File: config.mk
export PLATFORM = sky130hd
export DESIGN_NAME = bbsa_ctrl
export DESIGN_NICKNAME = d
export VERILOG_FILES = /design/src/rtl/bbsa_pkg.sv /design/src/rtl/bbsa_timer.sv /design/src/rtl/bbsa_ctrl.sv
export SDC_FILE = /design/constraint.sdc
export NUM_CORES = 1
export LEC_CHECK = 0
export ABC_AREA = 1
export BUFFER_PORTS_ARGS = -buffer_cell sky130_fd_sc_hd__buf_2
export CORE_MARGIN = 2
export CORE_UTILIZATION = 46
export CTS_BUF_LIST = sky130_fd_sc_hd__clkbuf_16
export DETAILED_ROUTE_END_ITERATION = 6
export GPL_TIMING_DRIVEN = 0
export PLACE_DENSITY = 0.67
export SLEW_MARGIN = 15
export SYNTH_ARGS = -nofsm -noshare
export SYNTH_HDL_FRONTEND = slang
export SYNTH_HIERARCHICAL = 1
export SYNTH_SLANG_ARGS = --single-unit
File: constraint.sdc
create_clock -name sys_clk -period 2.75 [get_ports sys_clk]
set_input_delay 0.55 -clock sys_clk [delete_from_list [all_inputs] [get_ports sys_clk]]
set_output_delay 0.55 -clock sys_clk [all_outputs]
set_load 0.005 [all_outputs]
File: src/rtl/bbsa_pkg.sv
package bbsa_pkg;
  // bus widths
  localparam int ADDR_W = 11;
  localparam int DATA_W = 8;
  localparam int DEPTH = 2048;
  // clock and pin timing in ns
  localparam int CLK_PERIOD_NS = 50;
  localparam int T_WRITE_PULSE_NS = 75;
  localparam int T_DATA_SETUP_NS = 35;
  localparam int T_DATA_HOLD_NS = 5;
  localparam int T_ADDR_HOLD_NS = 10;
  localparam int T_ADDR_ACCESS_NS = 120;
  localparam int T_OE_ACCESS_NS = 75;
  localparam int T_WE_FLOAT_NS = 40;
  localparam int T_CE_FLOAT_NS = 30;
  // least times round up, at least one cycle
  function automatic int bbsa_min_cyc(input int ns);
    int c;
    c = (ns + CLK_PERIOD_NS - 1) / CLK_PERIOD_NS;
    return (c < 1) ? 1 : c;
  endfunction : bbsa_min_cyc
  localparam int WR_PULSE_CYC = bbsa_min_cyc(T_WRITE_PULSE_NS);
  localparam int DATA_SETUP_CYC = bbsa_min_cyc(T_DATA_SETUP_NS);
  localparam int DATA_HOLD_CYC = bbsa_min_cyc(T_DATA_HOLD_NS);
  localparam int ADDR_HOLD_CYC = bbsa_min_cyc(T_ADDR_HOLD_NS);
  // read waits cover the device's longest times, plus one cycle for input sampling
  localparam int RD_WAIT_CYC = bbsa_min_cyc(T_ADDR_ACCESS_NS) + 1;
  localparam int FLOAT_CYC = bbsa_min_cyc(T_WE_FLOAT_NS);
  localparam int CE_FLOAT_CYC = bbsa_min_cyc(T_CE_FLOAT_NS);
  localparam logic [7:0] INIT_CNT = 8'h00;
  // host command and answer
  typedef struct packed {
    logic write;
    logic [ADDR_W-1:0] addr;
    logic [DATA_W-1:0] wdata;
  } bbsa_cmd_s;
  typedef struct packed {
    logic [DATA_W-1:0] rdata;
    logic batt_low;
  } bbsa_rsp_s;
endpackage : bbsa_pkg

File: src/rtl/bbsa_timer.sv
`timescale 1ns/1ps
// down counter: load a count, done stays high while idle at zero
module bbsa_timer #(
  parameter int W = 8
) (
  input wire logic sys_clk,
  input wire logic sys_rst,
  input wire logic load,
  input wire logic [W-1:0] count,
  output logic done
);
  logic [W-1:0] cnt_q;
  // count down from the loaded value
  always_ff @(posedge sys_clk) begin
    if (sys_rst) begin
      cnt_q <= '0;
    end else if (load) begin
      cnt_q <= count;
    end else if (cnt_q != '0) begin
      cnt_q <= cnt_q - W'(1);
    end
  end
  // done ignores load so the loader may use it without a combinational loop
  assign done = (cnt_q == '0);
endmodule : bbsa_timer

File: src/rtl/bbsa_ctrl.sv
`timescale 1ns/1ps
module bbsa_ctrl #(
  parameter int ADDR_W = bbsa_pkg::ADDR_W,
  parameter int DATA_W = bbsa_pkg::DATA_W
) (
  input wire logic sys_clk,
  input wire logic sys_rst,
  input wire logic power_ok,
  input wire logic req_valid,
  input wire bbsa_pkg::bbsa_cmd_s req_cmd,
  input wire logic batt_test,
  output logic req_ready,
  output logic rsp_valid,
  output bbsa_pkg::bbsa_rsp_s rsp,
  output logic ce_n,
  output logic oe_n,
  output logic we_n,
  output logic [ADDR_W-1:0] byte_address_bus,
  output logic [DATA_W-1:0] data_io_out,
  output logic data_io_oe,
  input wire logic [DATA_W-1:0] data_io_in
);
  typedef enum logic [3:0] {
    S_INIT, S_IDLE, S_RD_SET, S_RD_WAIT, S_RD_DONE,
    S_WR_SET, S_WR_PULSE, S_WR_HOLD, S_RECOVER
  } bbsa_state_e;
  typedef enum logic [2:0] {
    B_NONE, B_READ1, B_WRCOMP, B_READ2, B_RESTORE
  } bbsa_bt_e;
  bbsa_state_e st_q;
  bbsa_bt_e bt_q;
  logic tload;
  logic [7:0] tcount;
  logic tdone;
  logic [DATA_W-1:0] s1_q, s2_q, s3_q;
  logic [DATA_W-1:0] orig_q;
  logic cur_write_q;
  logic [DATA_W-1:0] cur_data_q;
  logic req_take;
  logic [DATA_W-1:0] rd_word;
  logic [DATA_W-1:0] rd_q;
  // one delay timer serves every phase
  bbsa_timer #(.W(8)) u_timer (
    .sys_clk(sys_clk),
    .sys_rst(sys_rst),
    .load(tload),
    .count(tcount),
    .done(tdone)
  );
  // three-stage pin sampling, data used once stages two and three agree
  always_ff @(posedge sys_clk) begin
    if (sys_rst) begin
      s1_q <= '0;
      s2_q <= '0;
      s3_q <= '0;
    end else begin
      s1_q <= data_io_in;
      s2_q <= s1_q;
      s3_q <= s2_q;
    end
  end
  // read byte moves only once stages two and three agree
  always_ff @(posedge sys_clk) begin
    if (sys_rst) begin
      rd_q <= '0;
    end else if (s2_q == s3_q) begin
      rd_q <= s3_q;
    end
  end
  assign rd_word = rd_q;
  // only accept work with power good and the machine idle
  assign req_take = (st_q == S_IDLE) && power_ok && (req_valid || batt_test) && tdone;
  // timer load per state entry
  always_comb begin
    tload = 1'b0;
    tcount = 8'h00;
    if (sys_rst) begin
      tload = 1'b0;
    end else if (req_take) begin
      tload = 1'b1;
      tcount = 8'(bbsa_pkg::FLOAT_CYC);
    end else if (st_q == S_RD_SET && tdone) begin
      tload = 1'b1;
      tcount = 8'(bbsa_pkg::RD_WAIT_CYC);
    end else if (st_q == S_WR_SET && tdone) begin
      tload = 1'b1;
      tcount = 8'(bbsa_pkg::WR_PULSE_CYC);
    end else if (st_q == S_WR_PULSE && tdone) begin
      tload = 1'b1;
      tcount = 8'(bbsa_pkg::DATA_HOLD_CYC);
    end else if ((st_q == S_WR_HOLD || st_q == S_RD_DONE) && tdone) begin
      tload = 1'b1;
      tcount = 8'(bbsa_pkg::ADDR_HOLD_CYC);
    end else if (st_q == S_INIT && tdone) begin
      tload = 1'b0;
    end
  end
  // main access sequencer
  always_ff @(posedge sys_clk) begin
    if (sys_rst) begin
      st_q <= S_INIT;
    end else if (!power_ok) begin
      st_q <= S_RECOVER; // abandon the cycle while deselected
    end else begin
      case (st_q)
        S_INIT: begin
          if (tdone) begin
            st_q <= S_IDLE;
          end
        end
        S_IDLE: begin
          if (req_take) begin
            st_q <= (batt_test || !req_cmd.write) ? S_RD_SET : S_WR_SET;
          end
        end
        S_RD_SET: if (tdone) st_q <= S_RD_WAIT;
        S_RD_WAIT: if (tdone) st_q <= S_RD_DONE;
        S_RD_DONE: st_q <= S_RECOVER;
        S_WR_SET: if (tdone) st_q <= S_WR_PULSE;
        S_WR_PULSE: if (tdone) st_q <= S_WR_HOLD;
        S_WR_HOLD: if (tdone) st_q <= S_RECOVER;
        S_RECOVER: begin
          if (tdone) begin
            st_q <= (bt_q != B_NONE && bt_q != B_READ1) ? S_RD_SET : S_IDLE;
            if (bt_q == B_WRCOMP || bt_q == B_RESTORE) begin
              st_q <= S_WR_SET;
            end
            if (bt_q == B_NONE) begin
              st_q <= S_IDLE;
            end
          end
        end
        default: st_q <= S_IDLE;
      endcase
    end
  end
  // battery test sequence: read, write complement, reread, restore only if the complement read back
  always_ff @(posedge sys_clk) begin
    if (sys_rst || !power_ok) begin
      bt_q <= B_NONE;
    end else if (req_take && batt_test) begin
      bt_q <= B_READ1;
    end else if (st_q == S_RD_DONE && bt_q == B_READ1) begin
      bt_q <= B_WRCOMP;
    end else if (st_q == S_WR_HOLD && tdone && bt_q == B_WRCOMP) begin
      bt_q <= B_READ2;
    end else if (st_q == S_RD_DONE && bt_q == B_READ2) begin
      bt_q <= (rd_word == ~orig_q) ? B_RESTORE : B_NONE;
    end else if (st_q == S_WR_HOLD && tdone && bt_q == B_RESTORE) begin
      bt_q <= B_NONE;
    end
  end
  // current cycle data and saved original byte
  always_ff @(posedge sys_clk) begin
    if (sys_rst) begin
      cur_write_q <= 1'b0;
      cur_data_q <= '0;
      orig_q <= '0;
      byte_address_bus <= '0;
    end else begin
      if (req_take) begin
        cur_write_q <= req_cmd.write && !batt_test;
        cur_data_q <= req_cmd.wdata;
        byte_address_bus <= req_cmd.addr; // held until next take
      end
      if (st_q == S_RD_DONE && bt_q == B_READ1) begin
        orig_q <= rd_word;
        cur_data_q <= ~rd_word;
      end
      if (st_q == S_RD_DONE && bt_q == B_READ2) begin
        cur_data_q <= orig_q;
      end
    end
  end
  // pin drive: chip enable, output enable, write enable, data
  always_ff @(posedge sys_clk) begin
    if (sys_rst) begin
      ce_n <= 1'b1;
      oe_n <= 1'b1;
      we_n <= 1'b1;
      data_io_oe <= 1'b0;
      data_io_out <= '0;
    end else begin
      ce_n <= !(power_ok && (st_q == S_RD_SET || st_q == S_RD_WAIT ||
               st_q == S_WR_SET || st_q == S_WR_PULSE));
      oe_n <= !(power_ok && (st_q == S_RD_SET || st_q == S_RD_WAIT));
      we_n <= !(power_ok && st_q == S_WR_PULSE); // we rises with ce, two cycles before data is released
      data_io_oe <= power_ok && (st_q == S_WR_PULSE || st_q == S_WR_HOLD);
      data_io_out <= cur_data_q;
    end
  end
  // answer: read data and battery-low verdict
  always_ff @(posedge sys_clk) begin
    if (sys_rst) begin
      rsp_valid <= 1'b0;
      rsp <= '0;
      req_ready <= 1'b0;
    end else begin
      req_ready <= (st_q == S_IDLE) && power_ok && tdone && !req_take;
      rsp_valid <= 1'b0;
      if (st_q == S_RD_DONE && bt_q == B_NONE && !cur_write_q) begin
        rsp_valid <= 1'b1;
        rsp.rdata <= rd_word;
      end else if (st_q == S_WR_HOLD && tdone && bt_q == B_NONE) begin
        rsp_valid <= 1'b1;
      end else if (st_q == S_RD_DONE && bt_q == B_READ2) begin
        rsp_valid <= 1'b1;
        rsp.rdata <= orig_q;
        rsp.batt_low <= (rd_word != ~orig_q);
      end
    end
  end
endmodule : bbsa_ctrl

# Yosys cells after proc, flatten, opt, wreduce, memory -nomap -nowiden
# Index checks and enable logic that the tools add are counted.
[word_totals] output_inout_bits=34 word_cells=163 reg_bits=98
[op_classes] add_sub_neg=1 n_mux=42 bitwise_logic=5 eq_ne=33 n_reduce_logical=59
[op_table] operator="8-bit 2-to-1 mux" count=6
[op_table] operator="4-bit 2-to-1 mux" count=10
[op_table] operator="4-bit one-hot mux with 9 select lines" count=1
[op_table] operator="1-bit logical AND" count=24
[op_table] operator="3-bit != test (second input constant)" count=8
[op_table] operator="3-bit 2-to-1 mux" count=7
[op_table] operator="9-bit 2-to-1 mux" count=2
[op_table] operator="2-bit != test (second input constant)" count=9
[op_table] operator="4-bit by 3-bit == test with 1-bit output (second input constant)" count=4
[op_table] operator="8-bit == test" count=2
[op_table] operator="8-bit NOT" count=2
[op_table] operator="8-bit AND reduction" count=2
[op_table] operator="1-bit 2-to-1 mux" count=12
[op_table] operator="1-bit logical OR" count=9
[op_table] operator="4-bit by 2-bit == test with 1-bit output (second input constant)" count=2
[op_table] operator="1-bit logical NOT" count=8
[op_table] operator="8-bit logical NOT" count=1
[op_table] operator="2-bit 2-to-1 mux" count=4
[op_table] operator="8-bit != test" count=1
[op_table] operator="8-bit nonzero test" count=1
[op_table] operator="8-bit by 1-bit subtractor with 8-bit output (second input constant)" count=1
[op_table] operator="3-bit by 2-bit == test with 1-bit output (second input constant)" count=2
[op_table] operator="2-bit nonzero test" count=3
[op_table] operator="3-bit nonzero test" count=2
[op_table] operator="14 further kinds" count=17

# Logic depth before layout (Yosys ltp)
[depth] word_depth=10 ltp_mapped=14 ltp_nobuf=11

# Modules after synthesis
# The synthesis kept the hierarchy.
[modules_own_cells] module="bbsa_ctrl" cells_per_inst=570 instances=1 area_per_inst_um2=3926.3 seq_area_each_um2=1801.7
[modules_own_cells] module="bbsa_timer" cells_per_inst=70 instances=1 area_per_inst_um2=473.0 seq_area_each_um2=160.2

# Worst setup path before layout
# No wires, ideal clock.
[synth_timing] kind="register -> register" start="register u_timer.cnt_q[0]" end="register u_timer.cnt_q[1]" synth_period_minus_slack_ns=2.141 stages_incl_launch_ff=15 t_required_ns=2.637 arrival_ns=2.027 setup_slack_ns=0.609 path_buffers=3 path_cell_list="dfxtp_1 inv_1 ha_1 nand2_2 nor2_8 buf_2 nand4_4 clkbuf_1 a31oi_1 buf_2 inv_2 nand2_2 inv_2 nor2_1 nor2_1"
[synth_between] elab_chain_cells=9 elab_cells_between_ends=20 classes_between="1 x add/sub; 11 x mux; 8 x reduce/logical"
[synth_lines] item="from (decl)" line="bbsa_timer.sv:12" text="logic [W-1:0] cnt_q;"
[synth_lines] item="from (signal assigned)" line="bbsa_timer.sv:18" text="cnt_q <= count;"
[synth_lines] item="from (signal assigned)" line="bbsa_timer.sv:20" text="cnt_q <= cnt_q - W'(1);"
[synth_lines] item="8-bit logical NOT (*)" line="bbsa_timer.sv:24" text="assign done = (cnt_q == '0);"
[synth_lines] item="named net tdone" line="bbsa_ctrl.sv:34" text="logic tdone;"
[synth_lines] item="1-bit logical AND" line="bbsa_ctrl.sv:91" text="end else if ((st_q == S_WR_HOLD || st_q == S_RD_DONE) && tdone) begin"
[synth_lines] item="1-bit 2-to-1 mux" line="bbsa_ctrl.sv:91"
[synth_lines] item="1-bit 2-to-1 mux" line="bbsa_ctrl.sv:88" text="end else if (st_q == S_WR_PULSE && tdone) begin"
[synth_lines] item="1-bit 2-to-1 mux" line="bbsa_ctrl.sv:85" text="end else if (st_q == S_WR_SET && tdone) begin"
[synth_lines] item="1-bit 2-to-1 mux" line="bbsa_ctrl.sv:82" text="end else if (st_q == S_RD_SET && tdone) begin"
[synth_lines] item="1-bit 2-to-1 mux (*)" line="bbsa_ctrl.sv:79" text="end else if (req_take) begin"
[synth_lines] item="1-bit 2-to-1 mux (*)" line="bbsa_ctrl.sv:77" text="if (sys_rst) begin"
[synth_lines] item="named net tload" line="bbsa_ctrl.sv:32" text="logic tload;"
[synth_lines] item="8-bit 2-to-1 mux / 2-bit nonzero test (equally long branches)"
# Mark *: on every way through the listed nets, which the timed path passes. The rest lies on a longest branch. The select of a mux whose other input is x is not followed.
# A chain may end at the register's enable or synchronous reset.

# Worst setup path after layout
[layout_timing] start="register u_timer.cnt_q[0]" end="register u_timer.cnt_q[2]"
# The elaborated chain is that of the path after synthesis.

==> results.py <==
metrics = {
    "sta": {
        "rsz0062_at_grt": "no",
        "fin_skew_ps": 8.37,
        "setup_slack_ps": 403,
        "hold_viol_final": 0,
        "tns_ps": 0,
        "period_minus_slack_ps": 2350,
        "finalCritPeriodShare_pct": 85.3,
        "maxSlewViolCount": 0,
        "max_slew.worst_pin.slew_ps": 595,
        "relSlewSlack_pct": 60.2,
        "setup_violations": 0,
        "fmax_ghz": 0.426,
    },
    "die": {
        "initial_core_util_pct": 47.6,
        "rows": 35,
        "ios": 67,
        "die_x_um": 102,
        "fp.dieArea_um2": 10400,
        "die-height_um": 102,
        "core-area_um2": 9240,
    },
    "detailed_routing": {
        "first_pass_iters": 5,
        "postRouteAntennaNets": 0,
        "drt_wl_total_um": 9480,
        "via_per_inst": 4.70,
        "drt_iter0_drc": 146,
        "vias": 4012,
        "drcViolationCount": 0,
        "wire_per_inst_um": 11.1,
    },
    "synthesis": {
        "synth_area_um2": 4400,
        "synthArstFlopShare_pct": 0,
        "yosysTopAreaCell": "dfxtp_1",
        "ys.flop_type": "dfxtp_1",
        "synthDistinctLibCells": 34,
        "synth_enable_flop_cells": 0,
        "ys_seq_area_share_pct": 44.6,
        "postSynthCellCount": 640,
        "yosys_warnings": 6,
        "avgSynthCellArea_um2": 6.87,
        "post-synth-top-area-fraction_pct": 44.6,
        "synth.area.top_cells": "dfxtp_1, nor2_1, nand2_1, inv_1, nand3_1",
        "yosys_register_bits": 98,
    },
    "clock_tree": {
        "post_cts.repair.setup_buffers": 0,
        "cts_buffers": 9,
        "clockRootBuffer": "clkbuf_16",
        "cts_max_level": 3,
        "clock_path_buffers": 2,
        "cts_tree": "yes",
        "ctsResizeCount": 0,
        "clk_latency_ps": 350,
        "cts.sinks": 98,
        "path_clk_slew_ps": 70,
    },
    "placed_design": {
        "dp.cells": 839,
        "pre_cts_ws_ps": 253,
        "post_dp_cell_area_um2": 4910,
        "numPortBuffers": 66,
        "routabilityCongestion": 0.879,
        "dp_hpwl_um": 7210,
    },
    "grt": {
        "grt_usage_pct": 19.5,
        "antenna_found_initial": 0,
        "grt_max_degree": 19,
        "gr-total-overflow": 0,
        "grt_pass1_vias": 3651,
        "grt_first_pass_wirelength_um": 16100,
    },
    "setup_path": {
        "path_cells": "inv_1 -> ha_1 -> nand2_2 -> nor2_8 -> buf_2 -> nand4_4 -> a31oi_1 -> buf_2 -> inv_2 -> nand2_2 -> inv_2 -> nor3_1",
        "reg2reg_from": "u_timer/cnt_q[0]$_SDFFE_PP0P_",
        "crit_path_max_fanout": 16,
        "crit_path_start": "u_timer/cnt_q[0]$_SDFFE_PP0P_",
        "cpPeakStageDelay_ps": 310,
        "cp.required_ps": 3020,
        "critPathSlowestCell": "dfxtp_1",
        "critPathArrivalTime_ps": 2620,
        "rr_worst_depth": 12,
        "end_kind": "flop",
        "setup.worst_path.class": "flop to flop",
        "reg2reg_slack_ps": 400,
        "startpoint_type": "flop",
    },
    "power_and_ir_drop": {
        "max-vdd-ir-drop_mv": 0.350,
        "p_leak_uw": 0.00247,
        "totalPowerFinal_uw": 4070,
        "p_switching_uw": 1470,
        "switching_share_pct": 36.0,
        "seqPwrFrac_pct": 40.7,
        "p_per_area_nw_per_um2": 785,
        "clockPowerShare_pct": 29.6,
        "combPwrFrac_pct": 29.7,
        "p_int_uw": 2600,
    },
    "cells_and_area": {
        "finalNonFillerCells": 854,
        "antenna_cells": 0,
        "fillers": 898,
        "nets": 754,
        "drive_above_1_share_pct": 16.0,
        "final_cell_area_um2": 5190,
        "area_growth_pct": 17.9,
    },
    "min_path": {
        "hold_depth": 3,
        "hold_class": "input pin to flop",
        "hold_start": "data_io_in[4]",
    },
    "flow_run": {
        "cap_violations": 0,
    },
    "outcome": {
        "status": "complete, no violations",
    },
}
==> cell usage after synthesis, types with 3 or more instances <==
master	number
o21ai_1	3
nand2_2	5
nand2_1	123
nor2_1	142
nand3_1	57
nor2_4	4
and2_1	3
a21oi_1	36
buf_1	5
o21ai_0	17
nor3_1	7
buf_2	5
xnor2_1	4
xor2_1	8
inv_2	8
inv_1	86
dfxtp_1	98
clkbuf_1	6
==> per-stage QoR <==
stage               hold slack [ps]  utilization [%]
floorplan                       388                -
global placement                390             53.1
detailed placement              396             53.1
CTS                             394             56.2
global route                    402             56.2
finish                          402             56.2
==> cells by family after synthesis <==
logic type / after synthesis / share of synthesized area (%)
other: 1 / 0.0852
AO/OA/AOI/OAI: 60 / 7.03
XOR/XNOR: 12 / 2.39
adder cells (fa/ha/maj): 1 / 0.284
AND/OR/NAND/NOR: 354 / 35.3
buffers and inverters: 114 / 10.3
flip-flops: 98 / 44.6
==> per-layer routing <==
| metal | vias to the layer above | wire (um) | global-route usage [%] |
|---|---|---|---|
| met5 | - | 0 | 0 |
| met4 | 0 | 156 | 7.28 |
| met3 | 13 | 384 | 2.97 |
| met2 | 76 | 4310 | 32.7 |
| met1 | 1792 | 4630 | 25.3 |
| li1 | 2131 | - | - |
==> power by group through the flow <==
stage / logic [uW] / registers, uW / clock network [uW]
2_1_floorplan: 974 / 1670 / 0
3_3_place_gp: 1200 / 1690 / 0
3_5_place_dp: 1210 / 1690 / 0
4_1_cts: 1220 / 1660 / 1230
5_1_grt: 1410 / 1670 / 1290
6_report: 1210 / 1660 / 1210
==> sequential cells by signal (all words and copies together) (netlist names), 3 cells and up <==
signal and flops:
byte_address_bus 11, rsp 9, cur_data_q 8, data_io_out 8, orig_q 8, rd_q 8
s1_q 8, s2_q 8, s3_q 8, u_timer/cnt_q 8, st_q 4, bt_q 3
==> cells in the final DEF (no fill, tap or decap), types with 9 or more instances in the layout <==
master,Yosys,final
dfxtp_1,98,98
o21ai_0,17,17
buf_2,5,71
inv_1,86,86
nand2_1,123,123
a21oi_1,36,36
nand3_1,57,57
clkbuf_16,0,9
nor2_1,142,142
==> path summary, 6_finish.rpt <==
check	to
worst max register to register	u_timer/cnt_q[2]$_SDFFE_PP0P_
worst max-delay path	u_timer/cnt_q[2]$_SDFFE_PP0P_
worst min-delay path	s1_q[4]$_SDFF_PP0_
worst min register to register	s2_q[4]$_SDFF_PP0_
==> final cells by class <==
| cell class | instances | area, um2 | area share, % |
|---|---|---|---|
| plain buffers | 18 | 92.6 | 1.78 |
| well taps | 129 | 161 | 3.11 |
| repair buffers | 66 | 330 | 6.37 |
| clock inverters | 7 | 61.3 | 1.18 |
| inverters | 95 | 357 | 6.87 |
| clock buffers | 9 | 225 | 4.34 |
| multi-input cells | 432 | 2000 | 38.5 |
| flip-flops and latches | 98 | 1960 | 37.8 |
==> worst max-delay path, delay by kind of cell, from the launching register on <==
kind | cells | cell delay, ps
AOI/OAI and AO/OA | 1 | 190
and+or+nand+nor | 5 | 810
buffers and inverters | 5 | 720
DFF | 1 | 310
adders and majority gates | 1 | 230
==> repair_timing <==
item | CTS | global route
setup endpoints to repair | 0 | 2
hold buffers | 0 | 0
endpoints found under the hold margin | 0 | 0
No activity file was read; power rests on OpenSTA's default activity.
